===== config.mk =====
export PLATFORM = sky130hd
export DESIGN_NAME = power_input_ctrl
export DESIGN_NICKNAME = d
export VERILOG_FILES = /design/src/pkg/power_input_pkg.sv /design/src/pkg/debounce_if.sv /design/src/hdl/pushbutton_filter.sv /design/src/hdl/power_input_ctrl.sv
export SDC_FILE = /design/constraint.sdc
export NUM_CORES = 1
export LEC_CHECK = 0
export ABC_AREA = 1
export BUFFER_PORTS_ARGS = -buffer_cell sky130_fd_sc_hd__buf_4
export CORE_ASPECT_RATIO = 1.5
export CORE_MARGIN = 2
export CORE_UTILIZATION = 56
export CTS_CLUSTER_SIZE = 16
export DETAILED_ROUTE_END_ITERATION = 8
export PLACE_DENSITY_LB_ADDON = 0.3
export SLEW_MARGIN = 30
export SYNTH_ARGS = -nofsm -noshare
export SYNTH_HDL_FRONTEND = slang
export SYNTH_SLANG_ARGS = --single-unit

===== constraint.sdc =====
create_clock -name mclk -period 2.6 [get_ports mclk]
set_input_delay 0.39 -clock mclk [delete_from_list [all_inputs] [get_ports mclk]]
set_output_delay 0.39 -clock mclk [all_outputs]
set_load 0.005 [all_outputs]

===== src/pkg/power_input_pkg.sv =====
/*
  Constants, register map and types shared by the pushbutton and
  watchdog input block. Assumes a 100 MHz mclk and a 32.768 kHz slow
  clock level that the block samples as an ordinary input.
*/
package power_input_pkg;

  // ----------------------------------------------------------------
  // Bus widths and register offsets (byte addresses)
  // ----------------------------------------------------------------
  localparam int ADR_W = 8;
  localparam int DAT_W = 32;
  localparam int CNT_W = 24;
  localparam logic [7:0] OFS_INT_STATUS = 8'h00;
  localparam logic [7:0] OFS_INT_MASK = 8'h04;
  localparam logic [7:0] OFS_CONFIG = 8'h08;
  localparam logic [7:0] OFS_SENSE = 8'h0C;

  // ----------------------------------------------------------------
  // Field positions
  // ----------------------------------------------------------------
  localparam int NUM_INT = 2;
  localparam int INT_PRESS_BIT = 0;
  localparam int INT_RELEASE_BIT = 1;
  localparam int CFG_DBNC_LSB = 0;
  localparam int CFG_LONG_LSB = 2;
  localparam int SENSE_PRESSED_BIT = 0;
  localparam int SENSE_WDOG_BIT = 1;
  localparam int SENSE_STATE_LSB = 2;

  // ----------------------------------------------------------------
  // Reset values
  // ----------------------------------------------------------------
  localparam logic [1:0] INT_MASK_RST = 2'h3;
  localparam logic [1:0] DBNC_SEL_RST = 2'h0;
  localparam logic [1:0] LONG_SEL_RST = 2'h0;

  // ----------------------------------------------------------------
  // Timing, counted in slow clock cycles
  // ----------------------------------------------------------------
  localparam longint SLOW_CLK_HZ = 32768;
  localparam longint US_PER_S = 1000000;
  localparam longint DEB_SHORT_US = 31250;
  localparam longint DEB_MID_US = 125000;
  localparam longint DEB_LONG_US = 750000;
  localparam longint LONG_PRESS_STEP_S = 4;
  localparam logic [CNT_W-1:0] DEB_SHORT_TICKS =
    CNT_W'((DEB_SHORT_US * SLOW_CLK_HZ + US_PER_S - 1) / US_PER_S);
  localparam logic [CNT_W-1:0] DEB_MID_TICKS =
    CNT_W'((DEB_MID_US * SLOW_CLK_HZ + US_PER_S - 1) / US_PER_S);
  localparam logic [CNT_W-1:0] DEB_LONG_TICKS =
    CNT_W'((DEB_LONG_US * SLOW_CLK_HZ + US_PER_S - 1) / US_PER_S);
  localparam logic [CNT_W-1:0] LONG_PRESS_STEP_TICKS =
    CNT_W'(LONG_PRESS_STEP_S * SLOW_CLK_HZ);

  // Power states, Gray coded along off, start-up, run
  typedef enum logic [1:0] {
    ST_OFF = 2'b00,
    ST_START = 2'b01,
    ST_RUN = 2'b11
  } power_state_type;

endpackage


===== src/pkg/debounce_if.sv =====
/*
  Carrier between the controller and the pushbutton filter.
  Assumes both ends sit on the same mclk domain.
*/
`timescale 1ns/100ps
interface debounce_if;
  import power_input_pkg::*;
  logic tick;
  logic pressed_raw;
  logic [CNT_W-1:0] fall_ticks;
  logic [CNT_W-1:0] rise_ticks;
  logic pressed;
  logic press_evt;
  logic release_evt;
  modport ctrl (output tick, pressed_raw, fall_ticks, rise_ticks,
                input pressed, press_evt, release_evt);
  modport filt (input tick, pressed_raw, fall_ticks, rise_ticks,
                output pressed, press_evt, release_evt);
endinterface


===== src/hdl/pushbutton_filter.sv =====
/*
  Debounce filter for the synchronised pushbutton level.
  Assumes a one-cycle slow tick and thresholds given in slow ticks.
*/
`timescale 1ns/100ps
module pushbutton_filter
  import power_input_pkg::*;
(
  input wire logic mclk,
  input wire logic rst_n,
  input wire logic clk_en,
  debounce_if.filt dbi
);

  logic stable_r;
  logic [CNT_W-1:0] cnt_r;
  logic press_r;
  logic release_r;
  logic differ;
  logic [CNT_W-1:0] limit;
  logic done;

  // Threshold picked by direction of the pending change
  assign differ = dbi.pressed_raw != stable_r;
  assign limit = stable_r ? dbi.rise_ticks : dbi.fall_ticks;
  assign done = differ && dbi.tick && (cnt_r + CNT_W'(1) >= limit);

  // -----------------------------------------------------------------
  // Stability counter
  // -----------------------------------------------------------------
  // Restarts whenever the input bounces back
  always_ff @(posedge mclk or negedge rst_n) begin
    if (!rst_n) begin
      cnt_r <= '0;
    end else if (clk_en) begin
      if (!differ || done) begin
        cnt_r <= '0;
      end else if (dbi.tick) begin
        cnt_r <= cnt_r + CNT_W'(1);
      end
    end
  end

  // Accepted level and edge pulses
  always_ff @(posedge mclk or negedge rst_n) begin
    if (!rst_n) begin
      stable_r <= 1'b0;
      press_r <= 1'b0;
      release_r <= 1'b0;
    end else if (clk_en) begin
      press_r <= done && !stable_r;
      release_r <= done && stable_r;
      if (done) begin
        stable_r <= !stable_r;
      end
    end
  end

  assign dbi.pressed = stable_r;
  assign dbi.press_evt = press_r;
  assign dbi.release_evt = release_r;

endmodule // pushbutton_filter


===== src/hdl/power_input_ctrl.sv =====
/*
  Watchdog shutdown and pushbutton handling with a classic Wishbone
  register slave, sticky interrupts and a small power state tracker.
  Assumes pins are synchronous to mclk, a free running 32.768 kHz
  level on slow_clock, and an outside sequencer reporting start-up.
*/
`timescale 1ns/100ps

// How it works
// - Watchdog low forces regulators off
// - Watchdog ignored until processor reset released
// - Pushbutton high released, low pressed
// - Long press beyond selected delay forces off
// - Codes 00/01 debounce all at 31.25 ms
// - Codes 10/11 lengthen press debounce only
// - Interrupt on debounced pushbutton press and release
// - Flag held until cleared or off state
// - Status read or write one clears; irq drops when none
// - Per-interrupt mask, all masked after reset
module power_input_ctrl
  import power_input_pkg::*;
#(
  parameter logic [CNT_W-1:0] DEB_LONG_TICKS_P = DEB_LONG_TICKS,
  parameter logic [CNT_W-1:0] LONG_STEP_TICKS_P = LONG_PRESS_STEP_TICKS
)
(
  input wire logic mclk,
  input wire logic rst_n,
  input wire logic clk_en,
  input wire logic wb_cyc_i,
  input wire logic wb_stb_i,
  input wire logic wb_we_i,
  input wire logic [ADR_W-1:0] wb_adr_i,
  input wire logic [3:0] wb_sel_i,
  input wire logic [DAT_W-1:0] wb_dat_i,
  output logic [DAT_W-1:0] wb_dat_o,
  output logic wb_ack_o,
  input wire logic slow_clock,
  input wire logic pushbutton_input,
  input wire logic watchdog_shutdown_input,
  input wire logic sequence_done,
  output logic regulators_enable,
  output logic processor_reset_output_n,
  output logic interrupt_request_output
);

  // -----------------------------------------------------------------
  // Declarations
  // -----------------------------------------------------------------
  // Register indices, decoded once per access
  localparam logic [2:0] IDX_STATUS = 3'h0;
  localparam logic [2:0] IDX_MASK = 3'h1;
  localparam logic [2:0] IDX_CONFIG = 3'h2;
  localparam logic [2:0] IDX_SENSE = 3'h3;
  localparam logic [2:0] IDX_NONE = 3'h4;

  // Carrier to the pushbutton filter
  debounce_if dbi ();

  // Synchroniser stages and slow tick
  logic slow_meta_r;
  logic slow_sync_r;
  logic slow_prev_r;
  logic pb_meta_r;
  logic pb_sync_r;
  logic tick;

  // Power state tracker
  power_state_type state_r;
  power_state_type state_nxt;
  logic off_entry;

  // Long press timer
  logic [CNT_W-1:0] long_cnt_r;
  logic [CNT_W-1:0] long_limit;
  logic long_hit;

  // Interrupt flags and configuration
  logic [NUM_INT-1:0] status_r;
  logic [NUM_INT-1:0] status_nxt;
  logic [NUM_INT-1:0] mask_r;
  logic [NUM_INT-1:0] int_set;
  logic [NUM_INT-1:0] int_clr;
  logic [1:0] dbnc_sel_r;
  logic [1:0] long_sel_r;

  // Bus slave
  logic ack_r;
  logic [DAT_W-1:0] rd_data_r;
  logic req;
  logic wr_en;
  logic rd_en;
  logic [2:0] idx;
  logic [DAT_W-1:0] rd_mux;

  // Registered pins
  logic regs_en_r;
  logic reset_n_r;
  logic irq_r;

  // -----------------------------------------------------------------
  // Functions
  // -----------------------------------------------------------------
  // Byte address to register index
  function automatic logic [2:0] reg_index(input logic [ADR_W-1:0] adr);
    case (adr)
      OFS_INT_STATUS: reg_index = IDX_STATUS;
      OFS_INT_MASK: reg_index = IDX_MASK;
      OFS_CONFIG: reg_index = IDX_CONFIG;
      OFS_SENSE: reg_index = IDX_SENSE;
      default: reg_index = IDX_NONE;
    endcase
  endfunction

  // Press debounce length per select code
  function automatic logic [CNT_W-1:0] fall_limit(input logic [1:0] sel);
    case (sel)
      2'h2: fall_limit = DEB_MID_TICKS;
      2'h3: fall_limit = DEB_LONG_TICKS_P;
      default: fall_limit = DEB_SHORT_TICKS;
    endcase
  endfunction

  // Long press delay: one step per code, first step at code 0
  function automatic logic [CNT_W-1:0] press_limit(input logic [1:0] sel);
    logic [CNT_W-1:0] mult;
    mult = {{(CNT_W-2){1'b0}}, sel} + CNT_W'(1);
    press_limit = CNT_W'(mult * LONG_STEP_TICKS_P);
  endfunction

  // -----------------------------------------------------------------
  // Input synchronisers
  // -----------------------------------------------------------------
  // Slow clock level into mclk, third stage for edge detect
  always_ff @(posedge mclk or negedge rst_n) begin
    if (!rst_n) begin
      slow_meta_r <= 1'b0;
      slow_sync_r <= 1'b0;
      slow_prev_r <= 1'b0;
    end else if (clk_en) begin
      slow_meta_r <= slow_clock;
      slow_sync_r <= slow_meta_r;
      slow_prev_r <= slow_sync_r;
    end
  end

  // Pushbutton, idle high means released
  always_ff @(posedge mclk or negedge rst_n) begin
    if (!rst_n) begin
      pb_meta_r <= 1'b1;
      pb_sync_r <= 1'b1;
    end else if (clk_en) begin
      pb_meta_r <= pushbutton_input;
      pb_sync_r <= pb_meta_r;
    end
  end

  // One mclk pulse per slow rising edge
  assign tick = slow_sync_r && !slow_prev_r;

  // -----------------------------------------------------------------
  // Debounce filter
  // -----------------------------------------------------------------
  assign dbi.tick = tick;
  assign dbi.pressed_raw = !pb_sync_r;
  assign dbi.fall_ticks = fall_limit(dbnc_sel_r);
  assign dbi.rise_ticks = DEB_SHORT_TICKS;

  pushbutton_filter u_filter (
    .mclk(mclk),
    .rst_n(rst_n),
    .clk_en(clk_en),
    .dbi(dbi)
  );

  // -----------------------------------------------------------------
  // Long press timer
  // -----------------------------------------------------------------
  // Saturation keeps the hit level steady while held
  assign long_limit = press_limit(long_sel_r);
  assign long_hit = dbi.pressed && (long_cnt_r >= long_limit);

  // Counts slow ticks of a held press, saturating at the limit
  always_ff @(posedge mclk or negedge rst_n) begin
    if (!rst_n) begin
      long_cnt_r <= '0;
    end else if (clk_en) begin
      if (!dbi.pressed) begin
        long_cnt_r <= '0;
      end else if (tick && (long_cnt_r < long_limit)) begin
        long_cnt_r <= long_cnt_r + CNT_W'(1);
      end
    end
  end

  // -----------------------------------------------------------------
  // Power state tracker
  // -----------------------------------------------------------------
  // Turn-on by debounced press, turn-off by watchdog or long press
  always_comb begin
    state_nxt = state_r;
    case (state_r)
      ST_OFF: begin
        if (dbi.press_evt) begin
          state_nxt = ST_START;
        end
      end
      ST_START: begin
        if (long_hit) begin
          state_nxt = ST_OFF;
        end else if (sequence_done) begin
          state_nxt = ST_RUN;
        end
      end
      ST_RUN: begin
        // Watchdog honoured only once reset is released
        if (!watchdog_shutdown_input || long_hit) begin
          state_nxt = ST_OFF;
        end
      end
      default: begin
        state_nxt = ST_OFF;
      end
    endcase
  end

  // Leaving any on state; wipes the flags
  assign off_entry = (state_r != ST_OFF) && (state_nxt == ST_OFF);

  // State and the pins it drives
  always_ff @(posedge mclk or negedge rst_n) begin
    if (!rst_n) begin
      state_r <= ST_OFF;
      regs_en_r <= 1'b0;
      reset_n_r <= 1'b0;
    end else if (clk_en) begin
      state_r <= state_nxt;
      regs_en_r <= state_nxt != ST_OFF;
      reset_n_r <= state_nxt == ST_RUN;
    end
  end

  assign regulators_enable = regs_en_r;
  assign processor_reset_output_n = reset_n_r;

  // -----------------------------------------------------------------
  // Wishbone slave
  // -----------------------------------------------------------------
  // Ack gate stops a held strobe being taken twice
  assign req = wb_cyc_i && wb_stb_i && !ack_r;
  assign wr_en = req && wb_we_i && wb_sel_i[0];
  assign rd_en = req && !wb_we_i;
  assign idx = reg_index(wb_adr_i);

  // Read data, unmapped reads return zero
  always_comb begin
    rd_mux = '0;
    case (idx)
      IDX_STATUS: rd_mux[NUM_INT-1:0] = status_r;
      IDX_MASK: rd_mux[NUM_INT-1:0] = mask_r;
      IDX_CONFIG: begin
        rd_mux[CFG_DBNC_LSB +: 2] = dbnc_sel_r;
        rd_mux[CFG_LONG_LSB +: 2] = long_sel_r;
      end
      IDX_SENSE: begin
        rd_mux[SENSE_PRESSED_BIT] = dbi.pressed;
        rd_mux[SENSE_WDOG_BIT] = watchdog_shutdown_input;
        rd_mux[SENSE_STATE_LSB +: 2] = state_r;
      end
      default: rd_mux = '0;
    endcase
  end

  // Answer one cycle after the request is taken
  always_ff @(posedge mclk or negedge rst_n) begin
    if (!rst_n) begin
      ack_r <= 1'b0;
      rd_data_r <= '0;
    end else if (clk_en) begin
      ack_r <= req;
      if (rd_en) begin
        rd_data_r <= rd_mux;
      end
    end
  end

  assign wb_ack_o = ack_r;
  assign wb_dat_o = rd_data_r;

  // Mask and configuration registers
  always_ff @(posedge mclk or negedge rst_n) begin
    if (!rst_n) begin
      mask_r <= INT_MASK_RST;
      dbnc_sel_r <= DBNC_SEL_RST;
      long_sel_r <= LONG_SEL_RST;
    end else if (clk_en) begin
      if (wr_en && (idx == IDX_MASK)) begin
        mask_r <= wb_dat_i[NUM_INT-1:0];
      end
      if (wr_en && (idx == IDX_CONFIG)) begin
        dbnc_sel_r <= wb_dat_i[CFG_DBNC_LSB +: 2];
        long_sel_r <= wb_dat_i[CFG_LONG_LSB +: 2];
      end
    end
  end

  // -----------------------------------------------------------------
  // Interrupt status
  // -----------------------------------------------------------------
  // Event pulses from the filter
  assign int_set[INT_PRESS_BIT] = dbi.press_evt;
  assign int_set[INT_RELEASE_BIT] = dbi.release_evt;

  // Sticky bits: set beats any clear in the same cycle
  genvar gi;
  generate
    for (gi = 0; gi < NUM_INT; gi = gi + 1) begin : g_flag
      assign int_clr[gi] = off_entry
        || (rd_en && (idx == IDX_STATUS))
        || (wr_en && (idx == IDX_STATUS) && wb_dat_i[gi]);
      assign status_nxt[gi] = int_set[gi] || (status_r[gi] && !int_clr[gi]);
    end
  endgenerate

  // Status register and level interrupt
  always_ff @(posedge mclk or negedge rst_n) begin
    if (!rst_n) begin
      status_r <= '0;
      irq_r <= 1'b0;
    end else if (clk_en) begin
      status_r <= status_nxt;
      irq_r <= |(status_nxt & ~mask_r);
    end
  end

  // Report only; the processor acts on it
  assign interrupt_request_output = irq_r;

endmodule // power_input_ctrl


# Yosys cells after proc, flatten, opt, wreduce, memory -nomap -nowiden
# Index checks and enable logic that the tools add are counted.
dict set report classes {
  add_sub_neg 3
  order_cmp 3
  eq_ne 13
  muxes 14
  bitwise 2
  n_reduce_logical 51
}
# op count
set op_table {}
lappend op_table {{24-bit 2-to-1 mux} 4}
lappend op_table {{24-bit by 1-bit adder with 24-bit output (second input constant)} 2}
lappend op_table {{15-bit case mux with 2 select lines} 1}
lappend op_table {{24-bit by 20-bit greater-or-equal comparator with 1-bit output} 1}
lappend op_table {{24-bit greater-or-equal comparator} 1}
lappend op_table {{24-bit by 20-bit less-than comparator with 1-bit output} 1}
lappend op_table {{1-bit logical AND} 21}
lappend op_table {{8-bit by 4-bit == test with 1-bit output (second input constant)} 2}
lappend op_table {{15-bit 2-to-1 mux} 1}
lappend op_table {{3-bit case mux with 4 select lines} 1}
lappend op_table {{2-bit AND reduction} 6}
lappend op_table {{1-bit logical NOT} 9}
lappend op_table {{2-bit == test (second input constant)} 4}
lappend op_table {{8-bit by 3-bit == test with 1-bit output (second input constant)} 1}
lappend op_table {{8-bit logical NOT} 1}
lappend op_table {{2-bit 2-to-1 mux} 4}
lappend op_table {{2-bit case mux with 4 select lines} 1}
lappend op_table {{1-bit logical OR} 7}
lappend op_table {{3-bit by 2-bit == test with 1-bit output (second input constant)} 2}
lappend op_table {{2-bit case mux with 3 select lines} 1}
lappend op_table {{2-bit nonzero test} 3}
lappend op_table {{2-bit logical NOT} 2}
lappend op_table {{2-bit case mux with 2 select lines} 1}
lappend op_table {{2-bit by 1-bit adder with 3-bit output (second input constant)} 1}
lappend op_table {{other kinds (8)} 8}
dict set report word_totals {
  ff_bits 74
  input_bits 54
  output_inout_bits 36
  word_cells 106
}

# Longest topological paths before layout
# Gate-level depths: netlist of run 1.
dict set report logic_depth {
  depth_word 15
  ltp_mapped 19
}

# Hierarchy
# A second synthesis of run 1 with hierarchy kept.
dict set report unflattened {
  cells_unflattened 806
  area_unflattened_um2 5731.7
}
# module instances cells_each area_each_um2
set by_module_without_submodules {}
lappend by_module_without_submodules {power_input_ctrl 1 378 2947.8}
lappend by_module_without_submodules {pushbutton_filter 1 428 2783.9}

# Worst setup path after synthesis of run 1
# OpenSTA, ideal clock, no wires.
dict set report synth_path {
  kind {reg-to-reg}
  start {register u_filter.cnt_r[0]}
  end {register u_filter.cnt_r[10]}
  t_arrival_ns 2.343
  required_time_ns 2.534
  path_slack_ns 0.191
  stages_incl_launch_ff 17
  n_path_buf 1
  period_less_slack_ns 2.409
  path_cell_list {dfrtp_1 -> ha_1 -> inv_1 -> nor2_2 -> nand2_2 -> nor2_1 -> nand2_1 -> xor2_1 -> ha_1 -> inv_1 -> o211ai_1 -> nor2_1 -> nand3_2 -> nand2_4 -> buf_12 -> nand3_2 -> nand2_1}
}
dict set report synth_via {
  elab_chain_len 6
  elab_cells_between_ends 8
}
# element line_no
set synth_lines {}
lappend synth_lines {{from (decl)} pushbutton_filter.sv:16} ;# logic [CNT_W-1:0] cnt_r;
lappend synth_lines {{from (signal assigned)} pushbutton_filter.sv:39} ;# cnt_r <= cnt_r + CNT_W'(1);
lappend synth_lines {{24-bit by 1-bit adder with 24-bit output *} {pushbutton_filter.sv:26, pushbutton_filter.sv:39}}
lappend synth_lines {{24-bit greater-or-equal comparator} pushbutton_filter.sv:26} ;# assign done = differ && dbi.tick && (cnt_r + CNT_W'(1) >= limit);
lappend synth_lines {{1-bit logical AND} pushbutton_filter.sv:26}
lappend synth_lines {{1-bit logical OR} pushbutton_filter.sv:36} ;# if (!differ || done) begin
lappend synth_lines {{2-bit nonzero test (no line)} n/a}
lappend synth_lines {{2-bit AND reduction (no line)} n/a}
# Every way passes the cells marked *; elsewhere a longest branch is shown, timed or not. The select of a mux whose other input is x is not followed.
# A chain may end at the register's enable or synchronous reset.

# Worst setup path in the final report of run 1
dict set report layout_path {
  start {register u_filter.cnt_r[1]}
  end {register u_filter.cnt_r[7]}
}
# Same word-level chain as after synthesis.

==> flow_summary.json, run 1 <==
{
  "tns_ns": 0,
  "cp_max_fo": 8,
  "finalSetupViolCount": 0,
  "setup_ws_ns": 0.1139,
  "wl_um": 11020,
  "reg2reg_from": "u_filter.cnt_r[1]",
  "place.gp.congestion": 0.8963,
  "clk_pin_slew_ns": 0.06,
  "grt_pass1_vias": 4108,
  "cts_root_buffer": "clkbuf_16",
  "swShare_pct": 32.22,
  "drive_gt1_share_pct": 15.82,
  "num-fill-cells": 729,
  "start_kind": "flip-flop",
  "fin_skew_ns": 0.008655,
  "p_seq_share_pct": 39.5,
  "slowest_delay_ns": 0.38,
  "required_ns": 2.87,
  "path_delay_family": "simple AND/OR/NAND/NOR gates",
  "worst_ir_drop_vdd_mv": 0.5221,
  "dieArea_um2": 9321,
  "post-route-period-util_pct": 95.62,
  "synthesis.area_um2": 4788,
  "antenna_found_initial": 0,
  "postRouteAntennaNets": 0,
  "tritoncts": "done",
  "synth.area.mux_share_pct": 0.7055,
  "crit_top_cell": "nor2_2",
  "syn_inst": 656,
  "overflow": 0,
  "power.leakage_uw": 0.002550,
  "reg2reg_depth": 15,
  "synth_edf_count": 0,
  "vias": 4257,
  "drt_drc_violations_left": 0,
  "final_area_um2": 5502,
  "initial_core_util_pct": 57.26,
  "ys_ff_latch": 74,
  "holdWs_ns": 0.05697,
  "vias_per_cell": 5.223,
  "p_per_area_nw_per_um2": 616.9,
  "diodes": 0,
  "maxCapViolations": 0,
  "p_int_uw": 2300,
  "synth_compound_area_share_pct": 6.271,
  "placed_area_um2": 5072,
  "seq_area_frac_synth_pct": 38.78,
  "avgSynthCellArea_um2": 7.299,
  "synth_top_family_by_area": "simple AND/OR/NAND/NOR gates",
  "num_io_pins": 90,
  "cts_num_sinks": 74,
  "clkPwrFrac_pct": 37.8,
  "hp-class": "input pin to asynchronous set/reset pin",
  "fmax_ghz": 0.4022,
  "synth_flop_cell": "dfrtp_1",
  "timing.rr.end": "u_filter.cnt_r[7]",
  "dr.pass1.iters": 4,
  "crit_type": "flip-flop to flip-flop",
  "status": "completed",
  "synth_xor_area_share_pct": 4.024,
  "worst_path_max_delay_cell": "dfrtp_1",
  "yosysUniqueCellTypes": 41,
  "syn_to_final_growth_pct": 14.89,
  "cts_buffers": 9,
  "utilization_pct": 65.79,
  "hold_viol_final": 0,
  "async_flop_share_pct": 100.0,
  "nets": 769,
  "r2r_slack_ns": 0.11,
  "yosys.area_share.simple_pct": 35.41,
  "dp_hpwl_um": 7952,
  "drt-initial-drc-count": 286,
  "rows": 41,
  "p_sw_uw": 1093,
  "combPwrFrac_pct": 22.7,
  "synth_warnings": 0,
  "synthAdderAreaFrac_pct": 3.136,
  "crit_buf_inv": 2,
  "clk_latency_ns": 0.34,
  "fin_crit_ns": 2.486,
  "drv_slew": 0,
  "crit_chain": "buf_4 > nand2_2 > nor2_4 > nand3_1 > nor2_2 > xnor2_1 > inv_1 > ha_1 > a21oi_1 > o211ai_1 > nor2_2 > nand3_4 > nand2_8 > nand3_2 > nand2_1",
  "tightest_slew_ns": 0.8957,
  "cp_data_arrival_time_ns": 2.76,
  "wl_per_cell_um": 13.53,
  "h-tree-depth": 3,
  "portBuffers": 30,
  "coreArea_um2": 8362,
  "slew_headroom_pct": 40.06,
  "grt_util_all_layers_pct": 24.69,
  "grt_start_max_net_pins": 75,
  "die_w_um": 79.50,
  "clock_path_buffers": 2,
  "die_y_um": 117.3,
  "pre_cts_slack_ns": -0.01051,
  "end_kind": "flip-flop",
  "grt_pass1_wl_um": 17880
}
-- power groups by stage --
stage	Combinational (µW)	Clock (µW)	Sequential, µW
floorplan	502	0	1350
detailed placement	740	0	1360
global placement	718	0	1360
finish	770	1280	1340
global route	865	1340	1360
CTS	759	1290	1340
-- cell usage after synthesis, types with 3 or more instances --
library cell	n	area [µm²]
a21oi_1	8	40.04
buf_4	29	217.7
clkbuf_1	9	33.78
dfrtp_1	70	1752
dfstp_2	4	105.1
ha_1	12	150.1
inv_1	68	255.2
inv_2	3	11.26
mux2_2	3	33.78
nand2_1	178	668.1
nand2_2	3	18.77
nand3_1	43	215.2
nand3_2	11	110.1
nand3b_1	3	22.52
nand4_1	15	93.84
nor2_1	97	364.1
nor2_2	3	18.77
nor3_1	15	75.07
nor4_1	6	37.54
o211ai_1	3	22.52
o21ai_0	17	85.08
o21ai_1	3	15.01
o31ai_1	9	67.56
xnor2_1	7	61.31
xor2_1	15	131.4
-- worst reg2reg max path: stages (launching register included) --
cell	delay, ns
dfrtp_1	0.38
buf_4	0.12
nand2_2	0.07
nor2_4	0.09
nand3_1	0.13
nor2_2	0.16
xnor2_1	0.17
inv_1	0.07
ha_1	0.29
a21oi_1	0.15
o211ai_1	0.13
nor2_2	0.17
nand3_4	0.18
nand2_8	0.15
nand3_2	0.08
nand2_1	0.09
-- metrics by stage --
stage	cells	power, µW
2_1_floorplan	683	1853
3_3_place_gp	793	2075
3_5_place_dp	793	2100
4_1_cts	810	3393
5_1_grt	815	3558
6_report	815	3394
-- layer usage --
metal	wire length [µm]	global-route usage [%]	vias up
li1	-	-	2144
met1	4385	26.63	1997
met2	5937	45.32	82
met3	291	4.601	34
met4	409	13.10	0
met5	0	0	-
-- area by class of cell --
type                       count  area, µm²  area share (%)
timing repair buffer          49      371.6           6.755
inverter                      73      274.0           4.981
clock inverter                 5      62.56           1.137
clock buffer                  11      242.7           4.412
sequential                    74       1863           33.86
tap                          107      133.9           2.433
multi-input combinational    496       2554           46.42
-- logic make-up (layout without fill, tap and decap cells) --
family	count (synthesis)	in the layout
AOI/OAI and AO/OA	49	49
xor gates and xnor gates	22	22
adders and majority gates	12	12
buffers and inverters	114	138
DFF	74	74
muxes	3	3
other	1	28
and+or+nand+nor	381	382
-- worst max path at each step --
stage | from | endpoint | slack (ns) | cells after the start
3_3_place_gp | u_filter.cnt_r[1] | u_filter.cnt_r[4] | 0.10 | 15
5_1_grt | u_filter.cnt_r[1] | u_filter.cnt_r[3] | -0.02 | 15
3_5_place_dp | u_filter.cnt_r[1] | u_filter.cnt_r[4] | -0.01 | 15
2_1_floorplan | u_filter.cnt_r[0] | u_filter.cnt_r[10] | 0.19 | 16
4_1_cts | u_filter.cnt_r[1] | u_filter.cnt_r[4] | 0.03 | 15
6_report | u_filter.cnt_r[1] | u_filter.cnt_r[7] | 0.11 | 15
-- layout by cell type, fill, tap and decap left out, drive strengths merged --
cell and instances:
and3 1, o211ai 3, nand3b 3, nand4 15, dfstp 4, conb 28, bufinv 1, xor2 15
nor3 15, nor3b 1, a31oi 2, o2111ai 2, o31ai 9, xnor2 7, ha 12, o21ai 20
or2 1, nor4 6, clkbuf 11, inv 72, o21bai 1, dfrtp 70, o21a 1, a21boi 1
nand3 55, a21oi 10, clkinv 3, nor2 102, clkinvlp 2, nand2 183, mux2 3, buf 49
-- repair_timing --
action                                 CTS  global route
endpoints found under the hold margin    0             0
setup endpoints to repair               15            18
pin swaps                                3             7
resized for setup                        6            13
setup buffers                            0             5
cloned                                   1             0
hold buffers                             0             0
-- state kept, by name (all words and copies together), names as in the netlist, 2 cells and up --
register	cells
mask_r	2
long_sel_r	2
status_r	2
long_cnt_r	24
u_filter.cnt_r	24
state_r	2
wb_dat_o	4
dbnc_sel_r	2
(Power assumes the default switching activity.)
==> inputs of run 2 (changes only) <==
CORE_UTILIZATION = 61   (was 56)
clock period = 3.09 ns   (was 2.6 ns; I/O delays follow)
==> run 2 against run 1 <==
Compared with the run above: total power decreased by 16%; largest cell class unchanged; core utilization increased by 4.1 points; setup slack improved by 0.24 ns; die area decreased by 7.9%; highest routed layer unchanged.
==> flow_summary.json, run 2 (same netlist as run 1, synthesis figures left out) <==
{
  "timing.rr.end": "u_filter.cnt_r[3]",
  "overflow": 0,
  "vias_per_cell": 5.325,
  "die_y_um": 112.5,
  "coreArea_um2": 7612,
  "place.gp.congestion": 0.9086,
  "hold_viol_final": 0,
  "hp-class": "input pin to asynchronous set/reset pin",
  "p_per_area_nw_per_um2": 537.6,
  "worst_ir_drop_vdd_mv": 0.6293,
  "postRouteAntennaNets": 0,
  "slowest_delay_ns": 0.43,
  "p_total_uw": 2861,
  "cp-startpoint": "u_filter.cnt_r[0]",
  "wl_per_cell_um": 13.34,
  "drive_gt1_share_pct": 11.99,
  "final_area_um2": 5323,
  "clk_latency_ns": 0.34,
  "rsz0062_at_grt": "false",
  "pre_cts_slack_ns": 0.4098,
  "cts_num_sinks": 74,
  "fmax_ghz": 0.3660,
  "wl_um": 10590,
  "crit_buf_inv": 2,
  "cts_root_buffer": "clkbuf_16",
  "fin_skew_ns": 0.007540,
  "portBuffers": 30,
  "worst_path_max_delay_cell": "dfrtp_1",
  "diodes": 0,
  "h-tree-depth": 3,
  "reg2reg_from": "u_filter.cnt_r[0]",
  "initial_core_util_pct": 62.90,
  "cts_buffers": 9,
  "final_cell_mix": "nand2_1 (178), nor2_1 (97), dfrtp_1 (70)",
  "power.leakage_uw": 0.002485,
  "dp_hpwl_um": 7825,
  "post-route-period-util_pct": 88.43,
  "drt-initial-drc-count": 285,
  "drt_drc_violations_left": 0,
  "path_delay_family": "simple AND/OR/NAND/NOR gates",
  "num_io_pins": 90,
  "cts_setup_buffers": 0,
  "fin_crit_ns": 2.732,
  "placed_area_um2": 4991,
  "start_kind": "flip-flop",
  "mostFrequentLayoutCell": "nand2_1",
  "tns_ns": 0,
  "antenna_found_initial": 0,
  "maxCapViolations": 0,
  "reg2reg_depth": 15,
  "status": "completed",
  "finalSetupViolCount": 0,
  "syn_to_final_growth_pct": 11.16,
  "drv_slew": 0,
  "nets": 753,
  "cp_data_arrival_time_ns": 3.01,
  "rows": 39,
  "setup_ws_ns": 0.3575,
  "tightest_slew_ns": 0.6812,
  "cts_resized": 0,
  "grt_util_all_layers_pct": 26.55,
  "tritoncts": "done",
  "ctsHoldBuffers": 0,
  "end_kind": "flip-flop",
  "die_w_um": 76.34,
  "grt_start_max_net_pins": 75,
  "dieArea_um2": 8589,
  "grt_pass1_wl_um": 18370,
  "crit_chain": "ha_1 > inv_1 > nor2_2 > nand2_2 > nor2_1 > nand2_1 > xor2_1 > ha_1 > inv_1 > o211ai_1 > nor2_1 > nand3_2 > nand2_4 > nand3_1 > nand2_1",
  "clk_pin_slew_ns": 0.06,
  "cp_max_fo": 15,
  "slew_headroom_pct": 54.59,
  "grt_pass1_vias": 4184,
  "crit_type": "flip-flop to flip-flop",
  "required_ns": 3.36,
  "clock_path_buffers": 2,
  "r2r_slack_ns": 0.36,
  "dr.pass1.iters": 4,
  "utilization_pct": 69.92,
  "vias": 4228
}
-- run 2: cell types whose count changed in the layout (fill, tap and decap cells not counted), sizes merged --
cell	delta
bufinv	+1
nand2	-1
inv	+1
buf	-15
clkinvlp	-1
clkinv	-1
-- run 2: worst max-delay path by stage --
stage,slack (ns),depth (start not counted),to
2_1_floorplan,0.68,16,u_filter.cnt_r[10]
3_3_place_gp,0.49,15,u_filter.cnt_r[4]
3_5_place_dp,0.41,15,u_filter.cnt_r[3]
4_1_cts,0.37,15,u_filter.cnt_r[3]
5_1_grt,0.12,15,u_filter.cnt_r[0]
6_report,0.36,15,u_filter.cnt_r[3]
-- run 2: worst register-to-register path, cell delays in order (launching register included) --
cell and delay (ns):
dfrtp_1 0.43, ha_1 0.20, inv_1 0.06, nor2_2 0.19, nand2_2 0.13, nor2_1 0.18, nand2_1 0.10, xor2_1 0.17
ha_1 0.31, inv_1 0.06, o211ai_1 0.10, nor2_1 0.14, nand3_2 0.16, nand2_4 0.24, nand3_1 0.12, nand2_1 0.09
-- run 2: cell type report --
class / instances / area, µm²
inverters: 73 / 274.0
multi-input cells: 495 / 2477
well taps: 102 / 127.6
fillers: 659 / 2290
flip-flops and latches: 74 / 1857
repair buffers: 34 / 259.0
clock inverters: 5 / 85.08
clock buffers: 11 / 242.7
-- run 2: where the power goes --
group	total, µW	internal [µW]	leakage, µW	switching (µW)
combinational	562	178	0.00133	385
sequential	1150	1060	0.000994	92.3
clock	1150	735	0.000157	414
total	2860	1970	0.00249	891
-- run 2: stage by stage --
step	hold WS, ns	instances
finish	0.1316	794
global route	0.1974	794
CTS	0.3069	794
detailed placement	0.4660	778
global placement	0.4507	778
floorplan	0.1679	683
-- run 2: layer usage --
layer / track usage, % / share of wire, % / wire length (µm)
met4: 16.24 / 4.4 / 469
met2: 47.14 / 53 / 5623
met1: 29.64 / 39 / 4157
met5: 0 / 0 / 0
met3: 4.260 / 3.2 / 342
==> inputs of run 3 (changes only) <==
CORE_UTILIZATION = 56   (was 61)
PLACE_DENSITY = 0.81   (was not set)
PLACE_DENSITY_LB_ADDON = not set   (was 0.3)
clock period = 2.95 ns   (was 3.09 ns; I/O delays follow)
==> run 3 against run 2 <==
Compared with the run above: via count hardly changed; final area down 0.31%; worst hold slack worse by 0.0015 ns; non-clock buffer count stayed put; fmax is 2.3% higher; critical path depth is the same; clock skew fell by 0.0031 ns; count of clock-buffer cells in the layout unchanged; critical endpoint unchanged; largest power group unchanged.
==> flow_summary.json, run 3 (same netlist as run 1, synthesis figures left out) <==
{
  "vias": 4231,
  "cp_max_fo": 15,
  "portBuffers": 30,
  "h-tree-depth": 3,
  "vias_per_cell": 5.295,
  "slew_headroom_pct": 55.39,
  "crit_chain": "inv_1 > nor2_4 > nand3_1 > nor2_1 > xnor2_1 > inv_1 > ha_1 > nand2_1 > inv_1 > nand3_1 > nand3b_1 > nand3_2 > nand2_8 > nand3_1 > nand2_1",
  "fin_crit_ns": 2.672,
  "overflow": 0,
  "wl_per_cell_um": 13.04,
  "drv_slew": 0,
  "cp_data_arrival_time_ns": 2.89,
  "place.gp.congestion": 0.9391,
  "drt_drc_violations_left": 0,
  "grt_util_all_layers_pct": 23.86,
  "fin_skew_ns": 0.004400,
  "end_kind": "flip-flop",
  "grt_start_max_net_pins": 75,
  "final_cell_mix": "nand2_1 (178), nor2_1 (97), dfrtp_1 (70)",
  "nets": 753,
  "clock_path_buffers": 2,
  "cts_buffers": 9,
  "worst_ir_drop_vdd_mv": 0.6023,
  "initial_core_util_pct": 57.26,
  "hold_viol_final": 0,
  "wl_um": 10420,
  "fmax_ghz": 0.3743,
  "drive_gt1_share_pct": 11.99,
  "crit_type": "flip-flop to flip-flop",
  "rsz0062_at_grt": "false",
  "cts_root_buffer": "clkbuf_16",
  "grt_pass1_vias": 4127,
  "worst_path_max_delay_cell": "dfrtp_1",
  "status": "completed",
  "power.leakage_uw": 0.002464,
  "die_w_um": 79.50,
  "slowest_delay_ns": 0.44,
  "grt_pass1_wl_um": 17420,
  "drt-initial-drc-count": 203,
  "path_delay_family": "simple AND/OR/NAND/NOR gates",
  "p_total_uw": 2873,
  "num_io_pins": 90,
  "crit_buf_inv": 3,
  "die_y_um": 117.3,
  "syn_to_final_growth_pct": 10.82,
  "final_area_um2": 5306,
  "tritoncts": "done",
  "required_ns": 3.17,
  "dieArea_um2": 9321,
  "postRouteAntennaNets": 0,
  "tightest_slew_ns": 0.6692,
  "dr.pass1.iters": 7,
  "coreArea_um2": 8362,
  "placed_area_um2": 4997,
  "diodes": 0,
  "pre_cts_slack_ns": 0.2968,
  "dp_hpwl_um": 7702,
  "utilization_pct": 63.46,
  "finalSetupViolCount": 0,
  "timing.rr.end": "u_filter.cnt_r[3]",
  "post-route-period-util_pct": 90.57,
  "tns_ns": 0,
  "setup_ws_ns": 0.2782,
  "mostFrequentLayoutCell": "nand2_1",
  "hp-class": "input pin to asynchronous set/reset pin",
  "cts_num_sinks": 74,
  "rows": 41,
  "maxCapViolations": 0,
  "clk_pin_slew_ns": 0.06,
  "r2r_slack_ns": 0.28,
  "clk_latency_ns": 0.33,
  "reg2reg_depth": 15,
  "antenna_found_initial": 0,
  "start_kind": "flip-flop",
  "reg2reg_from": "u_filter.cnt_r[0]",
  "p_per_area_nw_per_um2": 541.5
}
## run 3: cell types whose count changed in the layout (fill, tap and decap cells not counted), sizes merged
cell      delta
clkinv       +4
inv          -2
bufinv       -1
clkinvlp     -1
## run 3: worst max-delay path by stage
stage	to	startpoint	slack, ns	cells past startpoint
final	u_filter.cnt_r[3]	u_filter.cnt_r[0]	0.28	15
after global routing	u_filter.cnt_r[0]	u_filter.cnt_r[0]	0.02	15
after CTS	u_filter.cnt_r[3]	u_filter.cnt_r[0]	0.27	15
after detailed placement	u_filter.cnt_r[3]	u_filter.cnt_r[0]	0.30	15
after global placement	u_filter.cnt_r[4]	u_filter.cnt_r[0]	0.38	15
after floorplan	u_filter.cnt_r[10]	u_filter.cnt_r[0]	0.54	16
## run 3: per-stage QoR
stage               cells  hold slack (ns)
floorplan             683           0.1469
global placement      783           0.4520
detailed placement    783           0.4546
CTS                   799           0.2895
global route          799           0.1861
finish                799           0.1301
## run 3: final cells by class
cell class / instances / area, µm²
well taps: 107 / 133.9
repair buffers: 34 / 259.0
fillers: 723 / 3055
inverters: 73 / 274.0
clock buffers: 11 / 242.7
multi-input cells: 495 / 2486
flip-flops and latches: 74 / 1857
clock inverters: 5 / 53.80
## run 3: timing repair
| action | CTS | global route |
|---|---|---|
| endpoints found under the setup margin | 0 | 1 |
| hold buffers | 0 | 0 |
| buffers inserted | 0 | 0 |
| gates resized for setup | 0 | 1 |
## run 3: worst reg2reg max path, stage by stage, from the launching register on
cell,delay (ns)
dfrtp_1,0.44
inv_1,0.12
nor2_4,0.20
nand3_1,0.15
nor2_1,0.21
xnor2_1,0.17
inv_1,0.07
ha_1,0.29
nand2_1,0.06
inv_1,0.05
nand3_1,0.12
nand3b_1,0.20
nand3_2,0.17
nand2_8,0.14
nand3_1,0.11
nand2_1,0.06
## run 3: layer usage
metal	up-vias	part of all wire, %	GRT usage, %
li1	2116	-	-
met1	1975	40	26.10
met2	97	53	42.75
met3	43	2.7	4.371
met4	0	4.6	14.14
met5	-	0	0
## run 3: report_power, final
part / switching [µW] / internal [µW]
sequential: 95.9 / 1110
combinational: 402 / 190
clock: 403 / 674
